==> src/logic/ibm_pkg.sv <==
/*
 * Shared constants, carrier structs and state encoding of the two-wire
 * bus master controller.
 * Assumes a 20 MHz system clock and a bus with pull-ups on both wires.
 */
package ibm_pkg;

    // ****************************************************************
    // Timing
    // ****************************************************************
    localparam int CLK_NS = 50;
    // Half of the bus clock period, 100 kHz standard rate
    localparam int SCL_HALF_NS = 5000;
    // Least time, so rounded up to whole cycles
    localparam int HALF_CYC = (SCL_HALF_NS + CLK_NS - 1) / CLK_NS;

    // ****************************************************************
    // Framing
    // ****************************************************************
    localparam logic [3:0] DATA_BITS = 4'h8;
    // Index of the acknowledge slot, the ninth clock of a byte
    localparam logic [3:0] ACK_SLOT = 4'h8;
    localparam logic [3:0] BIT_FIRST = 4'h0;
    localparam logic [3:0] BIT_STEP = 4'h1;
    // Fixed upper address nibble of the target part, arbitrary value
    localparam logic [3:0] ADDR_FIXED_DFLT = 4'h5;

    // ****************************************************************
    // Carriers
    // ****************************************************************
    typedef struct packed {
        logic start;      // Precede byte by START or repeated START
        logic stop;       // Follow byte by STOP
        logic read;       // Receive byte instead of sending it
        logic nack;       // On read, answer with not-acknowledge
        logic [7:0] data; // Byte to send; address byte carries R/W in bit 0
    } ibm_cmd_type;

    typedef struct packed {
        logic [7:0] data; // Byte seen on the wire
        logic acked;      // Acknowledge slot was low
        logic arb_lost;   // Another master won the bus
    } ibm_rsp_type;

    typedef enum {
        ST_IDLE, ST_RS_LOW, ST_RS_HIGH, ST_START, ST_BIT_LOW,
        ST_BIT_HIGH, ST_STOP_LOW, ST_STOP_HIGH, ST_STOP_REL
    } ibm_state_type;

    // Address byte: fixed nibble, three strap bits, then read flag
    function automatic logic [7:0] ibm_addr_byte(
        input logic [3:0] fixed_bits,
        input logic [2:0] strap_bits,
        input logic rd
    );
        return {fixed_bits, strap_bits, rd};
    endfunction : ibm_addr_byte

endpackage : ibm_pkg

==> src/logic/ibm_sync.sv <==
/*
 * Three-stage synchroniser with agreement filter for bus pin inputs.
 * Assumes inputs are asynchronous to clk_i; output follows the third
 * stage only once the second and third stages agree.
 */
`timescale 1ns/10ps
module ibm_sync #(
    parameter int WIDTH = 2
) (
    input wire logic clk_i,
    input wire logic nrst_i,
    input wire logic [WIDTH-1:0] pin_i,
    output logic [WIDTH-1:0] level_o
);

    // ****************************************************************
    // Per-bit chain
    // ****************************************************************
    genvar g;
    generate
        for (g = 0; g < WIDTH; g++) begin : g_bit
            logic s1_ff;
            logic s2_ff;
            logic s3_ff;
            logic filt_ff;
            wire agree = (s2_ff == s3_ff);
            // Released bus idles high, so all stages reset high
            always_ff @(posedge clk_i or negedge nrst_i) begin
                if (!nrst_i) begin
                    s1_ff <= 1'b1;
                    s2_ff <= 1'b1;
                    s3_ff <= 1'b1;
                    filt_ff <= 1'b1;
                end else begin
                    s1_ff <= pin_i[g];
                    s2_ff <= s1_ff;
                    s3_ff <= s2_ff;
                    if (agree) begin
                        filt_ff <= s3_ff;
                    end
                end
            end
            assign level_o[g] = filt_ff;
        end
    endgenerate

endmodule : ibm_sync

==> src/logic/ibm_tick.sv <==
/*
 * Half-period enable divider for the bus clock.
 * Assumes clear_i restarts the count so each phase gets a full half period.
 */
`timescale 1ns/10ps
module ibm_tick #(
    parameter int HALF = ibm_pkg::HALF_CYC
) (
    input wire logic clk_i,
    input wire logic nrst_i,
    input wire logic clear_i,
    output logic tick_o
);

    localparam logic [15:0] LAST = 16'(HALF - 1);
    localparam logic [15:0] ZERO = 16'h0000;
    localparam logic [15:0] ONE = 16'h0001;

    logic [15:0] cnt_ff;

    // ****************************************************************
    // Counter
    // ****************************************************************
    // Tick depends on the count alone: the clear is formed from the next
    // state, which itself reads the tick, so gating here would loop
    assign tick_o = (cnt_ff == LAST);

    // Free running between clears, wraps on the tick
    always_ff @(posedge clk_i or negedge nrst_i) begin
        if (!nrst_i) begin
            cnt_ff <= ZERO;
        end else if (clear_i || tick_o) begin
            cnt_ff <= ZERO;
        end else begin
            cnt_ff <= cnt_ff + ONE;
        end
    end

endmodule : ibm_tick

==> src/logic/ibm_master.sv <==
/*
 * Byte-level master controller for the shared two-wire bus: START,
 * repeated START, STOP, address and data bytes, acknowledge, clock
 * stretching and arbitration, with bus busy tracking.
 * Assumes pull-ups on both wires and an outside wired-AND of the enables.
 */
`timescale 1ns/10ps
// Behaviour
// - Bytes are eight bits; the receiver answers in a ninth acknowledge slot.
// - Data line changes only while clock is low, except START and STOP.
// - START is data falling while clock high; bus then counts busy.
// - STOP is data rising while clock high; bus then counts free.
// - Data sampled while clock high and held stable through the high phase.
// - Lines are only pulled low or released, and both are monitored.
// - Every transaction opens with START and closes with STOP.
// - Targets have a unique seven or ten bit address.
// - Eighth bit of first byte: high asks read, low announces write.
// - Master releases data on ninth clock; addressed target pulls it low.
// - Clock held low by another node is waited out before continuing.
// - Repeated START keeps the bus busy and acts like START.
module ibm_master #(
    parameter int HALF = ibm_pkg::HALF_CYC
) (
    input wire logic clk_i,
    input wire logic nrst_i,
    input wire logic cmd_valid_i,
    input wire ibm_pkg::ibm_cmd_type cmd_i,
    output logic cmd_ready_o,
    output logic rsp_valid_o,
    output ibm_pkg::ibm_rsp_type rsp_o,
    output logic bus_busy_o,
    input wire logic scl_i,
    output logic scl_o,
    output logic scl_oe_o,
    input wire logic sda_i,
    output logic sda_o,
    output logic sda_oe_o
);

    // ****************************************************************
    // Declarations
    // ****************************************************************
    ibm_pkg::ibm_state_type state_ff, nxt_state;
    ibm_pkg::ibm_cmd_type cmd_ff;
    ibm_pkg::ibm_rsp_type rsp_ff, nxt_rsp;
    logic [1:0] lvl;
    logic scl_f, sda_f, scl_p_ff, sda_p_ff;
    logic busy_ff, own_ff, nxt_own;
    logic sda_drv_ff, nxt_sda_drv;
    logic [7:0] shift_ff, nxt_shift;
    logic [3:0] bit_ff, nxt_bit;
    logic rsp_valid_ff, nxt_rsp_valid;
    logic tick;

    // ****************************************************************
    // Input synchronisation and bus monitor
    // ****************************************************************
    ibm_sync #(.WIDTH(2)) u_sync (
        .clk_i(clk_i),
        .nrst_i(nrst_i),
        .pin_i({scl_i, sda_i}),
        .level_o(lvl)
    );
    assign scl_f = lvl[1];
    assign sda_f = lvl[0];

    // Conditions seen on the wire, our own included
    wire start_det = scl_f && scl_p_ff && sda_p_ff && !sda_f;
    wire stop_det = scl_f && scl_p_ff && !sda_p_ff && sda_f;
    wire bus_free = !busy_ff && scl_f && sda_f;

    // Previous filtered levels feed the condition detectors
    always_ff @(posedge clk_i or negedge nrst_i) begin
        if (!nrst_i) begin
            scl_p_ff <= 1'b1;
            sda_p_ff <= 1'b1;
        end else begin
            scl_p_ff <= scl_f;
            sda_p_ff <= sda_f;
        end
    end

    // Busy from any START until a STOP
    always_ff @(posedge clk_i or negedge nrst_i) begin
        if (!nrst_i) begin
            busy_ff <= 1'b0;
        end else if (start_det) begin
            busy_ff <= 1'b1;
        end else if (stop_det) begin
            busy_ff <= 1'b0;
        end
    end

    // ****************************************************************
    // Phase timing
    // ****************************************************************
    // Hold the divider while a stretched clock stays low, so the high
    // phase we give a slow node is a full half period once released
    wire in_high = (state_ff == ibm_pkg::ST_BIT_HIGH) ||
        (state_ff == ibm_pkg::ST_RS_HIGH) ||
        (state_ff == ibm_pkg::ST_STOP_HIGH);
    wire stretched = in_high && !scl_f;
    wire div_clr = (nxt_state != state_ff) || stretched;

    ibm_tick #(.HALF(HALF)) u_tick (
        .clk_i(clk_i),
        .nrst_i(nrst_i),
        .clear_i(div_clr),
        .tick_o(tick)
    );

    // ****************************************************************
    // Bit decode
    // ****************************************************************
    wire ack_slot = (bit_ff == ibm_pkg::ACK_SLOT);
    // Our wanted drive: write bits from the shifter, read ack from nack
    wire want_low = cmd_ff.read ? (ack_slot && !cmd_ff.nack)
                                : (!ack_slot && !shift_ff[7]);
    // Released but read low while clock high: someone else won
    wire arb_hit = !want_low && !sda_f &&
        (cmd_ff.read ? ack_slot : !ack_slot);
    wire low_ready = tick && !scl_f;
    wire high_done = tick && scl_f;
    wire need_start = cmd_i.start || !own_ff;
    wire accept = cmd_valid_i && cmd_ready_o;

    // Ready only when we own the bus or it is truly idle
    assign cmd_ready_o = (state_ff == ibm_pkg::ST_IDLE) &&
        (own_ff || bus_free);

    // ****************************************************************
    // Next-state logic
    // ****************************************************************
    always_comb begin
        nxt_state = state_ff;
        nxt_sda_drv = sda_drv_ff;
        nxt_shift = shift_ff;
        nxt_bit = bit_ff;
        nxt_own = own_ff;
        nxt_rsp = rsp_ff;
        nxt_rsp_valid = 1'b0;
        unique case (state_ff)
            ibm_pkg::ST_IDLE: begin
                if (accept) begin
                    nxt_shift = cmd_i.data;
                    nxt_bit = ibm_pkg::BIT_FIRST;
                    if (!need_start) begin
                        nxt_state = ibm_pkg::ST_BIT_LOW;
                    end else if (own_ff) begin
                        nxt_state = ibm_pkg::ST_RS_LOW;
                    end else begin
                        nxt_state = ibm_pkg::ST_START;
                    end
                end
            end
            ibm_pkg::ST_RS_LOW: begin
                // Release data while our clock is low
                if (!scl_f) begin
                    nxt_sda_drv = 1'b0;
                end
                if (low_ready) begin
                    nxt_state = ibm_pkg::ST_RS_HIGH;
                end
            end
            ibm_pkg::ST_RS_HIGH: begin
                if (high_done) begin
                    nxt_state = ibm_pkg::ST_START;
                end
            end
            ibm_pkg::ST_START: begin
                // Data falls with the clock high
                if (scl_f) begin
                    nxt_sda_drv = 1'b1;
                end
                if (high_done) begin
                    nxt_own = 1'b1;
                    nxt_state = ibm_pkg::ST_BIT_LOW;
                end
            end
            ibm_pkg::ST_BIT_LOW: begin
                if (!scl_f) begin
                    nxt_sda_drv = want_low;
                end
                if (low_ready) begin
                    nxt_state = ibm_pkg::ST_BIT_HIGH;
                end
            end
            ibm_pkg::ST_BIT_HIGH: begin
                // Sample at the end of the stable high phase
                if (high_done) begin
                    nxt_shift = {shift_ff[6:0], sda_f};
                    nxt_bit = bit_ff + ibm_pkg::BIT_STEP;
                    if (arb_hit) begin
                        nxt_own = 1'b0;
                        nxt_sda_drv = 1'b0;
                        nxt_rsp.arb_lost = 1'b1;
                        nxt_rsp_valid = 1'b1;
                        nxt_state = ibm_pkg::ST_IDLE;
                    end else if (ack_slot) begin
                        nxt_rsp.data = shift_ff;
                        nxt_rsp.acked = !sda_f;
                        nxt_rsp.arb_lost = 1'b0;
                        nxt_rsp_valid = 1'b1;
                        nxt_state = cmd_ff.stop ? ibm_pkg::ST_STOP_LOW
                                                : ibm_pkg::ST_IDLE;
                    end else begin
                        nxt_state = ibm_pkg::ST_BIT_LOW;
                    end
                end
            end
            ibm_pkg::ST_STOP_LOW: begin
                if (!scl_f) begin
                    nxt_sda_drv = 1'b1;
                end
                if (low_ready) begin
                    nxt_state = ibm_pkg::ST_STOP_HIGH;
                end
            end
            ibm_pkg::ST_STOP_HIGH: begin
                if (high_done) begin
                    nxt_state = ibm_pkg::ST_STOP_REL;
                end
            end
            ibm_pkg::ST_STOP_REL: begin
                // Data rises with the clock high
                nxt_sda_drv = 1'b0;
                if (tick) begin
                    nxt_own = 1'b0;
                    nxt_state = ibm_pkg::ST_IDLE;
                end
            end
        endcase
    end

    // ****************************************************************
    // Registers
    // ****************************************************************
    // Command held for the whole byte
    always_ff @(posedge clk_i or negedge nrst_i) begin
        if (!nrst_i) begin
            cmd_ff <= '0;
        end else if (accept) begin
            cmd_ff <= cmd_i;
        end
    end

    // Sequencer state and shifter
    always_ff @(posedge clk_i or negedge nrst_i) begin
        if (!nrst_i) begin
            state_ff <= ibm_pkg::ST_IDLE;
            shift_ff <= 8'h00;
            bit_ff <= 4'h0;
            own_ff <= 1'b0;
        end else begin
            state_ff <= nxt_state;
            shift_ff <= nxt_shift;
            bit_ff <= nxt_bit;
            own_ff <= nxt_own;
        end
    end

    // Pin drive and answer
    always_ff @(posedge clk_i or negedge nrst_i) begin
        if (!nrst_i) begin
            sda_drv_ff <= 1'b0;
            rsp_ff <= '0;
            rsp_valid_ff <= 1'b0;
        end else begin
            sda_drv_ff <= nxt_sda_drv;
            rsp_ff <= nxt_rsp;
            rsp_valid_ff <= nxt_rsp_valid;
        end
    end

    // ****************************************************************
    // Outputs
    // ****************************************************************
    // Clock pulled low in low phases and while we park an owned bus
    wire scl_low = (state_ff == ibm_pkg::ST_BIT_LOW) ||
        (state_ff == ibm_pkg::ST_RS_LOW) ||
        (state_ff == ibm_pkg::ST_STOP_LOW) ||
        ((state_ff == ibm_pkg::ST_IDLE) && own_ff);
    assign scl_o = 1'b0;
    assign sda_o = 1'b0;
    assign scl_oe_o = scl_low;
    assign sda_oe_o = sda_drv_ff;
    assign rsp_valid_o = rsp_valid_ff;
    assign rsp_o = rsp_ff;
    assign bus_busy_o = busy_ff;

    wire cond_state = (state_ff == ibm_pkg::ST_START) ||
        (state_ff == ibm_pkg::ST_STOP_REL);
endmodule : ibm_master

==> config.mk <==
export PLATFORM = sky130hd
export DESIGN_NAME = ibm_master
export DESIGN_NICKNAME = d
export VERILOG_FILES = /design/src/logic/ibm_pkg.sv /design/src/logic/ibm_sync.sv /design/src/logic/ibm_tick.sv /design/src/logic/ibm_master.sv
export SDC_FILE = /design/constraint.sdc
export NUM_CORES = 1
export LEC_CHECK = 0
export ABC_AREA = 1
export BUFFER_PORTS_ARGS = -buffer_cell sky130_fd_sc_hd__buf_2
export CORE_AREA = 10 10 98 100
export DETAILED_ROUTE_END_ITERATION = 6
export DIE_AREA = 0 0 108 110
export PLACE_DENSITY = 0.88
export SYNTH_ARGS = -nofsm -noshare
export SYNTH_HDL_FRONTEND = slang
export SYNTH_HIERARCHICAL = 1
export SYNTH_SLANG_ARGS = --single-unit
==> constraint.sdc <==
create_clock -name clk_i -period 2.9 [get_ports clk_i]
set_input_delay 0.29 -clock clk_i [delete_from_list [all_inputs] [get_ports clk_i]]
set_output_delay 0.29 -clock clk_i [all_outputs]
set_load 0.005 [all_outputs]
After elaboration in Yosys (flattened, before gate mapping)
Cells that the tools add are included.

Register bits: 87. Latch bits: 0. Bits in writable memories: 0. Memory bits (read-only): 0. Logic and storage cells: 144. Memories kept: 0.

Add/subtract/negate cells: 2. Multipliers: 0. Div/mod/pow operators: 0. Order comparisons: 0. Equality and inequality tests: 28. Shifts and indexed selects: 0. Multiplexer cells: 42. Bitwise operators: 1. Reductions and logical operators: 47.

Operators with widths (count): two-way mux 32 bit (9); one-hot mux 32 bit (9 select lines) (1); equality test 32 x 3 -> 1 bit, second input constant (5); equality test 32 x 4 -> 1 bit, second input constant (5); equality test 32 x 2 -> 1 bit, second input constant (3); zero test 32 bit (2); equality test 32 x 1 -> 1 bit, second input constant (1); != test 32 bit (1); two-way mux 1 bit (18); logical AND 1 bit (17); adder 16 x 1 -> 16 bit, second input constant (1); equality test 16 x 7 -> 1 bit, second input constant (1); two-way mux 16 bit (1); two-way mux 8 bit (2); != test 2 bit, second input constant (8); one-hot mux 8 bit (2 select lines) (1); two-way mux 3 bit (4); zero test 1 bit (9); logical OR 1 bit (9); two-way mux 4 bit (2); one-hot mux 4 bit (2 select lines) (1); AND reduction 7 bit (1); one-hot mux 1 bit (6 select lines) (1); AND reduction 3 bit (2); other kinds (12) (15).

Logic depth before layout (Yosys ltp)
Depth in word-level cells: 14. Gate-level depth with buffers: 21. Gate-level depth less buffers: 19.

Hierarchy
Netlist, hierarchy kept.

By module, submodules not included: ibm_master (times used 1, cells each 406, area each 3342.0 µm²); ibm_tick (times used 1, cells each 121, area each 913.4 µm²); ibm_sync (times used 1, cells each 18, area each 257.7 µm²).

Worst setup path after synthesis
OpenSTA, ideal clock, no wires.

Path kind: register to register. From: register u_tick.cnt_ff[0]. To: register u_tick.cnt_ff[3]. Arrival: 2424 ps. Data required time: 2829 ps. Slack: 405 ps. Stages on the path, launching flop included: 21. Buffers on the path: 1. Period minus slack after synthesis: 2495 ps. Cells stage by stage: dfrtp_1 -> ha_1 -> nand3_1 -> nor2_1 -> nand2_2 -> inv_1 -> nand2_1 -> inv_1 -> nor2_1 -> nand2_1 -> nand3_1 -> nor2_1 -> nand3_2 -> nand3_1 -> nand2_1 -> nor2_1 -> nand3_2 -> inv_1 -> nand2_4 -> buf_6 -> nor2_1.

Longest elaborated chain between the ends: 8. Elaborated cells between the ends (all ways): 17. Classes of those cells: add/sub: 1; eq/ne: 2; mux: 10; reduce/logical: 4.

RTL lines: start: declaration (RTL line ibm_tick.sv:19) `logic [15:0] cnt_ff;`; start signal: assignment (RTL line ibm_tick.sv:35) `cnt_ff <= cnt_ff + ONE;`; equality test 16 x 7 -> 1 bit * (RTL line ibm_tick.sv:26) `assign tick_o = (cnt_ff == LAST);`; net tick (RTL line ibm_master.sv:53) `logic tick;`; logical AND 1 bit (on tied branches) (RTL line ibm_master.sv:123, ibm_master.sv:122); two-way mux 32 bit, or another cell as far along (RTL line ibm_master.sv:220) `if (high_done) begin`; one-hot mux 32 bit (9 select lines) * (RTL line ibm_master.sv:142) `unique case (state_ff)`; != test 32 bit * (RTL line ibm_master.sv:103) `wire div_clr = (nxt_state != state_ff) || stretched;`; logical OR 1 bit * (RTL line ibm_master.sv:103); net div_clr (RTL line ibm_master.sv:103); logical OR 1 bit * (RTL line ibm_tick.sv:32) `end else if (clear_i || tick_o) begin`; two-way mux 16 bit * (RTL line ibm_tick.sv:32).

Mark *: on every way through the listed nets, which the timed path passes. The rest lies on a longest branch. A chain may end at the register's enable or synchronous reset.

Worst setup path after layout
Same ends and word-level chain as after synthesis.

==> impl_metrics.sql <==
INSERT INTO impl_metrics (metric_group, metric, value, unit) VALUES
('timing', 'unrepaired_setup_endpoints_after_global_routing', 'no', ''),
('timing', 'timing_max_transition_violations_final', '0', ''),
('min_path', 'worst_hold_path_type', 'input pin to register', ''),
('cts', 'number_of_h_tree_levels', '3', ''),
('grt', 'use_met3', '0.0319', ''),
('status', 'run_status', 'complete, no violations', ''),
('yosys', 'synth_cell_types', '42', ''),
('timing', 'timing.max_slew.rel_slack', '0.305', ''),
('setup_path', 'cp_common_cell', 'sky130_fd_sc_hd__nor2_1', ''),
('routing', 'vias_per_cell', '5.14', ''),
('power', 'power_density', '857', 'nW/um^2'),
('routing', 'drt_iter0_drcs', '201', ''),
('grt', 'antenna_found_initial', '0', ''),
('min_path', 'holdCritStartpoint', 'scl_i', ''),
('setup_path', 'cpMaxStageDelayCell', 'sky130_fd_sc_hd__dfrtp_1', ''),
('power', 'static-leakage-power', '2.42', 'nW'),
('setup_path', 'worstSetupEndpointType', 'register', ''),
('timing', 'period_share', '0.893', ''),
('timing', 'worstMarginPinSlew', '1.04', 'ns'),
('yosys', 'syn-mean-instance-area', '8.28', 'um^2'),
('setup_path', 'worst_setup_path_startpoint', 'u_tick/cnt_ff[0]$_DFF_PN0_', ''),
('cts', 'number_of_buffers_inserted_to_repair_setup_after_cts', '0', ''),
('setup_path', 'critical_path.startpoint_type', 'register', ''),
('cts', 'clk_transition_reported_paths', '0.09', 'ns'),
('grt', 'wire_length_of_the_first_global_routing_pass', '15.1', 'mm'),
('timing', 'tns', '0', 'ns'),
('yosys', 'synth_area', '4510', 'um^2'),
('floorplan', 'fp.dieW', '108', 'um'),
('grt', 'global_route.peak_usage_layer', 'met2', ''),
('yosys', 'synth.yosys.seq_area_share', '0.485', ''),
('yosys', 'yosysWarningCount', '6', ''),
('grt', 'grt_max_degree', '88', ''),
('setup_path', 'worst-endpoint-required', '3.18', 'ns'),
('timing', 'finalWorstPathRequiredPeriod', '2.59', 'ns'),
('timing', 'layout_setup_ws', '0.312', 'ns'),
('yosys', 'flops_latches_synth', '87', ''),
('timing', 'maxClockFrequency', '386', 'MHz'),
('cts', 'cts_tree', 'yes', ''),
('grt', 'grt-ovfl-total', '0', ''),
('job', 'maxCapViolCount', '0', ''),
('setup_path', 'worst_ep_arrival_time', '2.87', 'ns'),
('placement', 'finalWeightedCongestion', '0.927', ''),
('cts', 'clockRootBuffer', 'sky130_fd_sc_hd__clkbuf_8', ''),
('floorplan', 'start_util', '0.590', ''),
('floorplan', 'fp.dieH', '110', 'um'),
('setup_path', 'path_cells', 'ha_1, nand3_1, nor2_1, nand2_2, inv_1, nand2_1, inv_1, nor2_1, nand2_1, nand3_1, nor2_1, nand3_2, nand3_1, nand2_1, nor2_1, nand3_2, inv_1, nand2_4, nor2_1', ''),
('yosys', 'synthesized_instance_count', '545', ''),
('cts', 'postCtsResizedCells', '0', ''),
('setup_path', 'critical_path.n_buffers_inverters', '3', ''),
('routing', 'detailroute.via_count', '3384', ''),
('grt', 'grtUsageMet2', '0.261', ''),
('setup_path', 'timing.critical_path.max_delay_family', 'simple AND/OR/NAND/NOR gates', ''),
('routing', 'ant_nets', '0', ''),
('setup_path', 'reg2reg_from', 'u_tick/cnt_ff[0]$_DFF_PN0_', ''),
('timing', 'timing_hold_violations_final', '0', ''),
('routing', 'avgRoutedWirePerCell', '13.3', 'um'),
('grt', 'groute.usage.overall', '0.158', ''),
('power', 'irDropWorstVdd', '0.365', 'mV'),
('timing', 'clock_skew', '0.0173', 'ns'),
('setup_path', 'critical-path-max-stage-delay', '0.41', 'ns'),
('routing', 'drt-pass1-iter-count', '5', ''),
('timing', 'setup_viol', '0', ''),
('placement', 'port_buffers', '31', ''),
('cells_and_area', 'layout.nets', '571', ''),
('cts', 'cts.sinks', '87', ''),
('setup_path', 'crit_path_max_fanout', '16', ''),
('cts', 'clkLatencyLatePin', '0.37', 'ns'),
('cts', 'tritoncts.num_buffers', '9', ''),
('grt', 'grt_pass1_vias', '3353', ''),
('cells_and_area', 'final_area', '4830', 'um^2'),
('placement', 'detailedPlacementHpwl', '6.56', 'mm');
[placed cells by master, fill, tap and decap left out, types with 4 or more instances in the layout]
cell type,instances
sky130_fd_sc_hd__a21oi_1,12
sky130_fd_sc_hd__nand2_4,4
sky130_fd_sc_hd__nand2_1,122
sky130_fd_sc_hd__clkbuf_8,9
sky130_fd_sc_hd__nand3_1,20
sky130_fd_sc_hd__inv_6,4
sky130_fd_sc_hd__buf_2,30
sky130_fd_sc_hd__o21ai_0,21
sky130_fd_sc_hd__nor2_1,78
sky130_fd_sc_hd__dfstp_2,10
sky130_fd_sc_hd__xor2_1,4
sky130_fd_sc_hd__inv_2,13
sky130_fd_sc_hd__dfrtp_1,77
sky130_fd_sc_hd__nand4_1,8
sky130_fd_sc_hd__nor2_2,12
sky130_fd_sc_hd__o31ai_1,4
sky130_fd_sc_hd__nand3_2,10
sky130_fd_sc_hd__nand2_2,12
sky130_fd_sc_hd__inv_1,44
sky130_fd_sc_hd__nor2_4,11
sky130_fd_sc_hd__o21ai_1,18
[layout make-up]
class | instances | area [um^2]
fillers | 620 | 2820
multi-input cells | 360 | 1890
inverters | 59 | 225
clock inverters | 7 | 88.8
flip-flops and latches | 87 | 2190
clock buffers | 9 | 124
well taps | 102 | 128
repair buffers | 34 | 183
[metrics by stage]
| step | hold WS (ns) | cells |
|---|---|---|
| after floorplan | -0.00559 | 546 |
| after global placement | 0.346 | 641 |
| after detailed placement | 0.347 | 641 |
| after CTS | 0.00709 | 658 |
| after global routing | 0.00395 | 658 |
| final | 0.0210 | 658 |
[where the power goes]
| group | switching (mW) | leakage (nW) | internal, mW | total (mW) |
|---|---|---|---|---|
| Clock | 0.477 | 0.104 | 0.417 | 0.895 |
| Sequential | 0.150 | 1.15 | 1.38 | 1.53 |
| Combinational | 1.13 | 1.17 | 0.583 | 1.71 |
[cells by family (layout without fill, tap and decap cells)]
kind of cell | count (synthesis) | count (layout) | share of synthesized area
buffers and inverters | 99 | 109 | 0.0970
DFF | 87 | 87 | 0.485
other | 1 | 2 | 0.000831
and+or+nand+nor | 285 | 285 | 0.315
AOI/OAI and AO/OA | 62 | 62 | 0.0776
muxes | 1 | 1 | 0.00249
xor gates and xnor gates | 7 | 7 | 0.0136
adders and majority gates | 3 | 3 | 0.00832
[final timing paths]
check                           slack [ns]                              end  depth (start not counted)
worst max register to register        0.31       u_tick/cnt_ff[3]$_DFF_PN0_                         19
min in group asynchronous             0.09       u_tick/cnt_ff[8]$_DFF_PN0_                          1
max in group asynchronous             2.13            cmd_ff[9]$_DFFE_PN0P_                          1
worst max-delay path                  0.31       u_tick/cnt_ff[3]$_DFF_PN0_                         19
worst min register to register        0.36  u_sync/g_bit[1].s2_ff$_DFF_PN1_                          0
worst min-delay path                  0.02  u_sync/g_bit[1].s1_ff$_DFF_PN1_                          1
[per-layer routing]
metal / up-vias / share of wire
li1: 1705 / -
met1: 1595 / 0.45
met2: 73 / 0.50
met3: 11 / 0.035
met4: 0 / 0.019
met5: - / 0
[cells in the mapped netlist, drive strengths merged]
master	number	area share
a31oi	1	0.0014
dfrtp	77	0.43
a311oi	1	0.0019
a21oi	14	0.017
nand2	138	0.13
nor2	103	0.12
clkinv	1	0.0011
nand3b	2	0.0061
xnor2	3	0.0058
nand4	8	0.011
clkbuf	28	0.023
o211ai	1	0.0017
o31ai	4	0.0067
nor3	2	0.0033
buf	12	0.024
dfstp	10	0.058
xor2	4	0.0078
and2	1	0.0014
nor3b	1	0.0028
nand3	30	0.044
inv	58	0.049
ha	3	0.0083
o21ai	40	0.047
o2111ai	1	0.0019
conb	1	0.00083
mux2	1	0.0025
[registers in the layout, indices dropped and copies added, names as in the netlist]
signal	cells
u_sync/g_bit.s1_ff	2
state_ff	32
own_ff	1
cmd_ff	3
bus_busy_o	1
scl_p_ff	1
sda_oe_o	1
u_sync/g_bit.filt_ff	2
rsp_valid_o	1
u_tick/cnt_ff	16
sda_p_ff	1
bit_ff	4
shift_ff	8
u_sync/g_bit.s2_ff	2
rsp_o	10
u_sync/g_bit.s3_ff	2
(Power assumes the default switching activity.)
